--- src/usb_host_ctrl_defs.vh ---
// Register map, field positions, reset values and timing counts for the
// USB host control register block. Definitions only; included by bare name.
`ifndef USB_HOST_CTRL_DEFS_VH
`define USB_HOST_CTRL_DEFS_VH

// -----------------------------------------------------------------------------
// Register byte addresses (APB, one aligned word each)
// -----------------------------------------------------------------------------
`define ADDR_HOST_CONTROL_LOWER   12'h000
`define ADDR_HOST_CONTROL_UPPER   12'h004
`define ADDR_HOST_EVENT_FLAGS     12'h008
`define ADDR_SIDE_CONTROL         12'h00c

// -----------------------------------------------------------------------------
// host_control_lower fields
// -----------------------------------------------------------------------------
`define LOW_ROLE_BIT              0
`define LOW_BUS_RESET_BIT         1
`define LOW_ENABLES_LSB           2
`define LOW_RESET_VALUE           8'h00

// -----------------------------------------------------------------------------
// host_control_upper fields (register bits 10:8 sit at 2:0 here)
// -----------------------------------------------------------------------------
`define UP_RETRY_BIT              0
`define UP_CANCEL_BIT             1
`define UP_EVERY_FRAME_BIT        2
`define UP_RESET_VALUE            8'h01

// -----------------------------------------------------------------------------
// host_event_flags fields
// -----------------------------------------------------------------------------
`define EV_FRAME_START            0
`define EV_DETACH                 1
`define EV_ATTACH                 2
`define EV_COMPLETION             3
`define EV_BUS_RESET_END          4
`define EV_RESUME                 5
`define EV_ABORTED                7

// -----------------------------------------------------------------------------
// side control register fields
// -----------------------------------------------------------------------------
`define SIDE_SOFT_RESET_BIT       0
`define SIDE_FRAME_COMPARE_LSB    8

// -----------------------------------------------------------------------------
// Token codes and timing
// -----------------------------------------------------------------------------
`define TOKEN_CODE_SOF            3'h1
`define CLK_PERIOD_NS             10
`define BUS_RESET_TIME_NS         10000
`define BUS_RESET_CYCLES          (`BUS_RESET_TIME_NS / `CLK_PERIOD_NS)
`define ROLE_SETTLE_CYCLES        4

`endif

--- src/usb_host_control_regs.v ---
// Host-side control registers of a dual-role USB controller, on APB.
// Assumes a protocol engine on pclk that reports frame, token and error
// events as one-cycle pulses, and a USB line that is sampled asynchronously.
//
// Summary of operation
// Every-frame select high: each sent frame start not launched by token sets the frame-start flag.
// Every-frame select low: flag set only when compare equals low frame byte.
// Frame start launched by software token code 001 never sets that flag.
// Soft reset clears only bus reset command; other control bits stay.
// Cancel enabled: a token written inside end-of-frame window is not sent.
// Cancel disabled: every written token is sent, even inside the window.
// Each cancelled token sets the token-aborted flag.
// Retry enabled: resend token after NAK or receive/timeout/CRC/toggle/bitstuff_error_flag error.
// Retries are confined to the programmed retry period.
// Each of six events interrupts only when flag set and enable high.
// Writing 1 starts bus reset; bit reads 1 while driven, 0 after.
// Writing 0 to bus reset command does nothing to the bus.
// A bus reset request is ignored while soft reset is 1.
// Software must not start bus reset while suspended or sending a token.
// Software must not write control registers while bus reset reads 1.
// Role bit 1 selects host role, 0 selects device role.
// Software changes role only while soft reset is 1.
// Role change lags the write; role bit reflects the actual role.
// Before host-to-device, software checks idle state and asserts soft reset.
// Before device-to-host, software sets host-connect and drops upstream.
// Software writes 0 to the five reserved upper bits.
// A finished bus reset sets the bus-reset-end flag.
// Flags clear by writing 0; a written 1 is ignored.
// Control bits read back last written value; bus reset follows progress, role bit shows actual role.
`timescale 1ns/10ps
`include "usb_host_ctrl_defs.vh"

module usb_host_control_regs #(
	parameter BUS_RESET_CYCLES = `BUS_RESET_CYCLES,
	parameter RETRY_WIDTH      = 24
) (
	input  wire                   pclk,
	input  wire                   presetn,
	input  wire                   psel,
	input  wire                   penable,
	input  wire                   pwrite,
	input  wire [11:0]            paddr,
	input  wire [31:0]            pwdata,
	output reg  [31:0]            prdata,
	output reg                    pready,
	output reg                    pslverr,
	input  wire                   sof_sent,
	input  wire                   sof_by_token,
	input  wire [7:0]             frame_number_low,
	input  wire                   token_write,
	input  wire                   eof_window,
	input  wire                   token_done,
	input  wire                   token_nak,
	input  wire                   token_error,
	input  wire [RETRY_WIDTH-1:0] retry_period,
	input  wire                   resume_event,
	input  wire                   attach_event,
	input  wire                   detach_event,
	output reg                    token_launch,
	output reg                    token_retry,
	output reg                    bus_reset_drive,
	output reg                    host_role,
	output reg                    soft_reset,
	output reg                    host_irq
);

	// -------------------------------------------------------------------------
	// Register state
	// -------------------------------------------------------------------------
	reg [5:0]             int_enable;
	reg                   role_request;
	reg                   bus_reset_command;
	reg                   retry_enable;
	reg                   cancel_enable;
	reg                   every_frame_select;
	reg [4:0]             upper_reserved;
	reg [7:0]             frame_compare_value;
	reg [7:0]             host_event_flags;
	reg [31:0]            reset_count;
	reg [2:0]             role_count;
	reg                   token_active;
	reg [RETRY_WIDTH-1:0] retry_count;
	reg [31:0]            next_prdata;

	wire access       = psel & penable;
	wire write_access = access & pwrite;
	wire wr_low       = write_access & (paddr == `ADDR_HOST_CONTROL_LOWER);
	wire wr_up        = write_access & (paddr == `ADDR_HOST_CONTROL_UPPER);
	wire wr_flags     = write_access & (paddr == `ADDR_HOST_EVENT_FLAGS);
	wire wr_side      = write_access & (paddr == `ADDR_SIDE_CONTROL);
	wire reset_done   = bus_reset_command & (reset_count == BUS_RESET_CYCLES - 1);

	// Address decode used by the error answer; the read mux has its own case
	function mapped;
		input [11:0] a;
		begin
			mapped = (a == `ADDR_HOST_CONTROL_LOWER) | (a == `ADDR_HOST_CONTROL_UPPER) |
				(a == `ADDR_HOST_EVENT_FLAGS) | (a == `ADDR_SIDE_CONTROL);
		end
	endfunction

	// -------------------------------------------------------------------------
	// Line event synchronisers
	// -------------------------------------------------------------------------
	reg [2:0] line_meta;
	reg [2:0] line_sync;
	reg [2:0] line_prev;
	wire [2:0] line_rise = line_sync & ~line_prev;

	always @(posedge pclk or negedge presetn) begin
		if (!presetn) begin
			line_meta <= 3'h0;
			line_sync <= 3'h0;
			line_prev <= 3'h0;
		end else begin
			line_meta <= {resume_event, attach_event, detach_event};
			line_sync <= line_meta;
			line_prev <= line_sync;
		end
	end

	// -------------------------------------------------------------------------
	// Event sources feeding the flag register
	// -------------------------------------------------------------------------
	wire frame_hit   = every_frame_select |
		(frame_compare_value == frame_number_low);
	wire frame_set   = sof_sent & ~sof_by_token & frame_hit;
	wire cancel_hit  = token_write & cancel_enable & eof_window;

	wire [7:0] event_set;
	assign event_set[`EV_FRAME_START]   = frame_set;
	assign event_set[`EV_DETACH]        = line_rise[0];
	assign event_set[`EV_ATTACH]        = line_rise[1];
	assign event_set[`EV_COMPLETION]    = token_done;
	assign event_set[`EV_BUS_RESET_END] = reset_done;
	assign event_set[`EV_RESUME]        = line_rise[2];
	assign event_set[6]                 = 1'b0;
	assign event_set[`EV_ABORTED]       = cancel_hit;

	// Soft reset clears every flag except attach and detach
	wire [7:0] soft_clear_mask = 8'hf9;

	// -------------------------------------------------------------------------
	// Flags: set wins over a written clear
	// -------------------------------------------------------------------------
	genvar g;
	generate
		for (g = 0; g < 8; g = g + 1) begin : flag_bits
			always @(posedge pclk or negedge presetn) begin
				if (!presetn) begin
					host_event_flags[g] <= 1'b0;
				end else if (event_set[g]) begin
					host_event_flags[g] <= 1'b1;
				end else if (soft_reset && soft_clear_mask[g]) begin
					host_event_flags[g] <= 1'b0;
				end else if (wr_flags && !pwdata[g]) begin
					host_event_flags[g] <= 1'b0;
				end
			end
		end
	endgenerate

	// -------------------------------------------------------------------------
	// Control registers
	// -------------------------------------------------------------------------
	always @(posedge pclk or negedge presetn) begin
		if (!presetn) begin
			int_enable          <= 6'h00;
			role_request        <= 1'b0;
			bus_reset_command   <= 1'b0;
			reset_count         <= 32'h0;
			retry_enable        <= 1'b1;
			cancel_enable       <= 1'b0;
			every_frame_select  <= 1'b0;
			upper_reserved      <= 5'h00;
			soft_reset          <= 1'b0;
			frame_compare_value <= 8'h00;
		end else begin
			if (wr_low) begin
				int_enable   <= pwdata[7:2];
				role_request <= pwdata[`LOW_ROLE_BIT];
			end
			if (wr_up) begin
				retry_enable       <= pwdata[`UP_RETRY_BIT];
				cancel_enable      <= pwdata[`UP_CANCEL_BIT];
				every_frame_select <= pwdata[`UP_EVERY_FRAME_BIT];
				upper_reserved     <= pwdata[7:3];
			end
			if (wr_side) begin
				soft_reset          <= pwdata[`SIDE_SOFT_RESET_BIT];
				frame_compare_value <= pwdata[15:8];
			end
			if (soft_reset) begin
				bus_reset_command <= 1'b0;
				reset_count       <= 32'h0;
			end else if (bus_reset_command) begin
				if (reset_done) begin
					bus_reset_command <= 1'b0;
					reset_count       <= 32'h0;
				end else begin
					reset_count <= reset_count + 32'h1;
				end
			end else if (wr_low && pwdata[`LOW_BUS_RESET_BIT]) begin
				bus_reset_command <= 1'b1;
			end
		end
	end

	// -------------------------------------------------------------------------
	// Role switch: lags the request, readback shows the actual role
	// -------------------------------------------------------------------------
	always @(posedge pclk or negedge presetn) begin
		if (!presetn) begin
			host_role  <= 1'b0;
			role_count <= 3'h0;
		end else if (role_request == host_role) begin
			role_count <= 3'h0;
		end else if (role_count == `ROLE_SETTLE_CYCLES - 1) begin
			host_role  <= role_request;
			role_count <= 3'h0;
		end else begin
			role_count <= role_count + 3'h1;
		end
	end

	// -------------------------------------------------------------------------
	// Token launch, cancel and retry window
	// -------------------------------------------------------------------------
	wire retry_cause = token_nak | token_error;
	wire retry_open  = retry_count < retry_period;

	always @(posedge pclk or negedge presetn) begin
		if (!presetn) begin
			token_launch <= 1'b0;
			token_retry  <= 1'b0;
			token_active <= 1'b0;
			retry_count  <= {RETRY_WIDTH{1'b0}};
		end else begin
			token_launch <= token_write & ~cancel_hit;
			token_retry  <= token_active & retry_enable & retry_cause & retry_open;
			if (soft_reset || token_done || (retry_cause && !(retry_enable && retry_open))) begin
				token_active <= 1'b0;
				retry_count  <= {RETRY_WIDTH{1'b0}};
			end else if (token_write && !cancel_hit) begin
				token_active <= 1'b1;
				retry_count  <= {RETRY_WIDTH{1'b0}};
			end else if (token_active && retry_open) begin
				retry_count <= retry_count + {{(RETRY_WIDTH-1){1'b0}}, 1'b1};
			end
		end
	end

	// -------------------------------------------------------------------------
	// Interrupt and bus reset outputs
	// -------------------------------------------------------------------------
	always @(posedge pclk or negedge presetn) begin
		if (!presetn) begin
			host_irq        <= 1'b0;
			bus_reset_drive <= 1'b0;
		end else begin
			host_irq        <= |(host_event_flags[5:0] & int_enable);
			bus_reset_drive <= bus_reset_command & ~reset_done & ~soft_reset;
		end
	end

	// -------------------------------------------------------------------------
	// APB read path: zero wait states, error on unmapped address
	// -------------------------------------------------------------------------
	always @* begin
		next_prdata = 32'h0;
		case (paddr)
			`ADDR_HOST_CONTROL_LOWER: next_prdata[7:0] =
				{int_enable, bus_reset_command, host_role};
			`ADDR_HOST_CONTROL_UPPER: next_prdata[7:0] =
				{upper_reserved, every_frame_select, cancel_enable, retry_enable};
			`ADDR_HOST_EVENT_FLAGS:   next_prdata[7:0] = host_event_flags;
			`ADDR_SIDE_CONTROL:       next_prdata[15:0] = {frame_compare_value, 7'h00, soft_reset};
			default:                  next_prdata = 32'h0;
		endcase
	end

	always @(posedge pclk or negedge presetn) begin
		if (!presetn) begin
			prdata  <= 32'h0;
			pready  <= 1'b0;
			pslverr <= 1'b0;
		end else begin
			prdata  <= (psel && !penable && !pwrite) ? next_prdata : prdata;
			pready  <= psel & ~penable;
			pslverr <= psel & ~penable & ~mapped(paddr);
		end
	end

endmodule

--- config.mk ---
export PLATFORM = sky130hd
export DESIGN_NAME = usb_host_control_regs
export DESIGN_NICKNAME = d
export VERILOG_FILES = /design/src/usb_host_control_regs.v
export VERILOG_INCLUDE_DIRS = /design/src
export SDC_FILE = /design/constraint.sdc
export NUM_CORES = 1
export LEC_CHECK = 0
export BUFFER_PORTS_ARGS = -buffer_cell sky130_fd_sc_hd__buf_2
export CORE_ASPECT_RATIO = 1.1
export CORE_MARGIN = 2
export CORE_UTILIZATION = 51
export CTS_CLUSTER_SIZE = 14
export DETAILED_ROUTE_END_ITERATION = 16
export GPL_ROUTABILITY_DRIVEN = 0
export PLACE_DENSITY_LB_ADDON = 0.08
export SLEW_MARGIN = 20
export SYNTH_ARGS = -nofsm -noshare
export SYNTH_HDL_FRONTEND = slang
export SYNTH_SLANG_ARGS = --single-unit
--- constraint.sdc ---
create_clock -name pclk -period 2.4 [get_ports pclk]
set_clock_uncertainty 0.15 [all_clocks]
set_input_delay 0.48 -clock pclk [delete_from_list [all_inputs] [get_ports pclk]]
set_output_delay 0.48 -clock pclk [all_outputs]
set_load 0.05 [all_outputs]
==> results.cfg <==
[finish]
antenna_cells = 0
layout.nets = 971
register_area_um2 = 3100
multiInputGateArea_um2 = 3870
fillCellCount = 1005
layout-area-overhead-vs-synth_pct = 34.1
drive_gt1_frac = 0.388
fin_util = 0.700
instances_no_fill = 1027

[critical_path]
cp_max_fo = 14
reg2reg_slack_ns = -0.19
crit_chain = ha_1 > a21o_1 > a211oi_2 > o21ai_4 > and2_4 > or4_4 > a211oi_2
crit_end = retry_count[4]
worstPathRequired_ns = 2.57
crit_slowest_cell = or4_4
crit_family = compound AO/OA/AOI/OAI gates
cp-startpoint = retry_count[6]
crit_buf_inv = 0
rr_worst_depth = 7
worstSetupPathType = reg -> reg
cpPeakStageDelay_ns = 0.52
arrival_ns = 2.77
reg2reg_to = retry_count[4]
startpoint_type = register
cp_common_cell = a211oi_2
crit_cells = 7
reg2reg_from = retry_count[6]
cp-end-kind = register

[route]
drt-wirelength-per-cell_um = 17.4
dr_total_vias = 5962
dr.first_iter.drc_count = 253
ant_nets = 0
wirelength_um = 17900
first_pass_iters = 4
vias_per_cell = 5.81
drcViolationCount = 0

[power_and_ir_drop]
power_mw = 5.40
p_per_area_nw_per_um2 = 587
peakVddDrop_v = 0.000571
p_leak_nw = 4.20

[sta]
tightest_slew_ns = 0.536
rsz0062_at_grt = true
slew_headroom = 0.642
maxSlewViolCount = 0
fmax_ghz = 0.386
whs_ns = 0.0216
finalHoldViolations = 0
setup_viol = 24
setup_slack_ns = -0.193
post-route-period-util = 1.08
min_period_ns = 2.59

[clock_network]
htreeDepth = 4
numCtsBuffers = 17
cts_root_buffer = clkbuf_16
cts.sinks = 124
clk_pin_slew_ns = 0.06
clockBufferDepth = 2
tritoncts = done
clk_latency_ns = 0.42

[logic_synthesis]
yosysUniqueCellTypes = 62
synth_area_leaders = dfrtp_1 45%, ha_1 4.7%, mux2_2 4.1%
synth_edf_count = 0
syn_inst = 678
synth_async_sr_flop_share = 1.00
ys_ff_latch = 124
ys.flop_type = dfrtp_1
synth_top_area_frac = 0.448
syn-cell-area_um2 = 6870
ys_warn_count = 0
syn_area_per_cell_um2 = 10.1
ys_seq_area_frac = 0.452
synth_area_leader_cell = dfrtp_1

[global_routing]
grt_overflow_total = 0
antenna_found_initial = 0
grt_max_degree = 52
grt_usage = 0.244
grt_pass1_wl_um = 28000
grt_pass1_vias = 5896

[placed_design]
post-place-ws_ns = -0.300
dp_cells = 974
hpwlAfterDp_um = 12100
port_buffers = 98

[floorplan]
rows = 44
initial_core_util = 0.522
die_area_um2 = 14400
io_pins = 131
dieWidth_um = 115
core_um2 = 13200
fp.dieH_um = 126

[outcome]
failed_checks = negative setup slack
status = finished, violations left

[job]
max-cap-violations = 0

[hold_path]
hold_path.class = in -> reg
## placed cells by master (no fill, tap or decap), types with 10 or more instances in the layout
master / synthesis / routed
o21ai_0: 51 / 50
dfrtp_1: 123 / 123
mux2_2: 25 / 25
nand4_1: 29 / 29
xor2_1: 14 / 14
nor2b_1: 10 / 10
inv_1: 31 / 18
a2111oi_2: 11 / 13
buf_4: 16 / 78
a21oi_1: 15 / 12
nor2_1: 29 / 28
xnor2_1: 19 / 18
conb_1: 1 / 16
o31ai_1: 19 / 18
a22o_1: 12 / 11
ha_1: 26 / 10
nor3_1: 26 / 23
nor4_1: 13 / 11
buf_2: 7 / 97
and3_1: 13 / 13
nand2_1: 49 / 46
inv_2: 0 / 10
clkbuf_16: 0 / 19
nand3_1: 25 / 25
ha_4: 0 / 15
## synth_stat cells, drive strengths merged, types with 17 or more instances
| library cell | n |
|---|---|
| inv | 31 |
| clkbuf | 20 |
| o21ai | 54 |
| nand3 | 26 |
| o31ai | 19 |
| nand4 | 30 |
| nor3 | 27 |
| nor2 | 29 |
| nor4 | 17 |
| buf | 28 |
| a2111oi | 18 |
| nand2 | 49 |
| dfrtp | 123 |
| xnor2 | 19 |
| mux2 | 25 |
| ha | 26 |
## where the power goes
group / internal [mW] / switching, mW / total (mW)
clock: 1.66 / 0.961 / 2.62
combinational: 0.207 / 0.327 / 0.534
sequential: 2.17 / 0.0832 / 2.25
## metal layers
layer	track usage	up-vias	routed length, um
met3	0.0486	24	596
li1	-	2833	-
met1	0.293	2955	7370
met5	0	-	0
met2	0.438	150	9620
met4	0.0760	0	267
## logic make-up after synthesis
kind of cell / synth area share
fa+ha+maj: 0.0473
buf+inv: 0.0554
other cells: 0.000546
mux: 0.0559
flops: 0.452
simple gates: 0.189
compound gates: 0.158
xor+xnor: 0.0421
## worst min path at each step
stage	slack (ns)	start	end	depth (start not counted)
2_1_floorplan	0.03	presetn	bus_reset_command	0
3_3_place_gp	0.18	line_meta[2]	line_sync[2]	0
3_5_place_dp	0.19	line_meta[1]	line_sync[1]	0
4_1_cts	0.001	detach_event	line_meta[0]	1
5_1_grt	0.004	detach_event	line_meta[0]	1
6_report	0.02	attach_event	line_meta[1]	1
## registers in the layout, indices dropped and copies added, names as in the netlist, 3 cells and up
signal,cells
upper_reserved,5
retry_count,24
prdata,16
int_enable,6
line_sync,3
line_meta,3
role_count,3
frame_compare_value,8
host_event_flags,7
reset_count,32
line_prev,3
## stage by stage
stage	instance area [um^2]	setup TNS [ns]
after floorplan	7210	-0.164
after global placement	8190	-7.20
after detailed placement	8190	-8.94
after CTS	8980	-1.39
after global routing	9210	-4.41
final	9210	-1.48
## what timing repair did
action / CTS / global route
pin swaps: 10 / 13
buffers inserted: 10 / 10
cloned: 1 / 2
gates resized for setup: 27 / 21
hold buffers: 1 / 0
endpoints found under the setup margin: 25 / 35
hold endpoints to repair: 34 / 0
## layout make-up
type	count	share of cell area
Clock buffer	18	0.0477
Tap cell	161	0.0219
Inverter	31	0.0141
Clock inverter	13	0.0182
Sequential cell	124	0.337
Multi-Input combinational cell	490	0.420
Timing Repair Buffer	190	0.141
(Power assumes the default switching activity.)
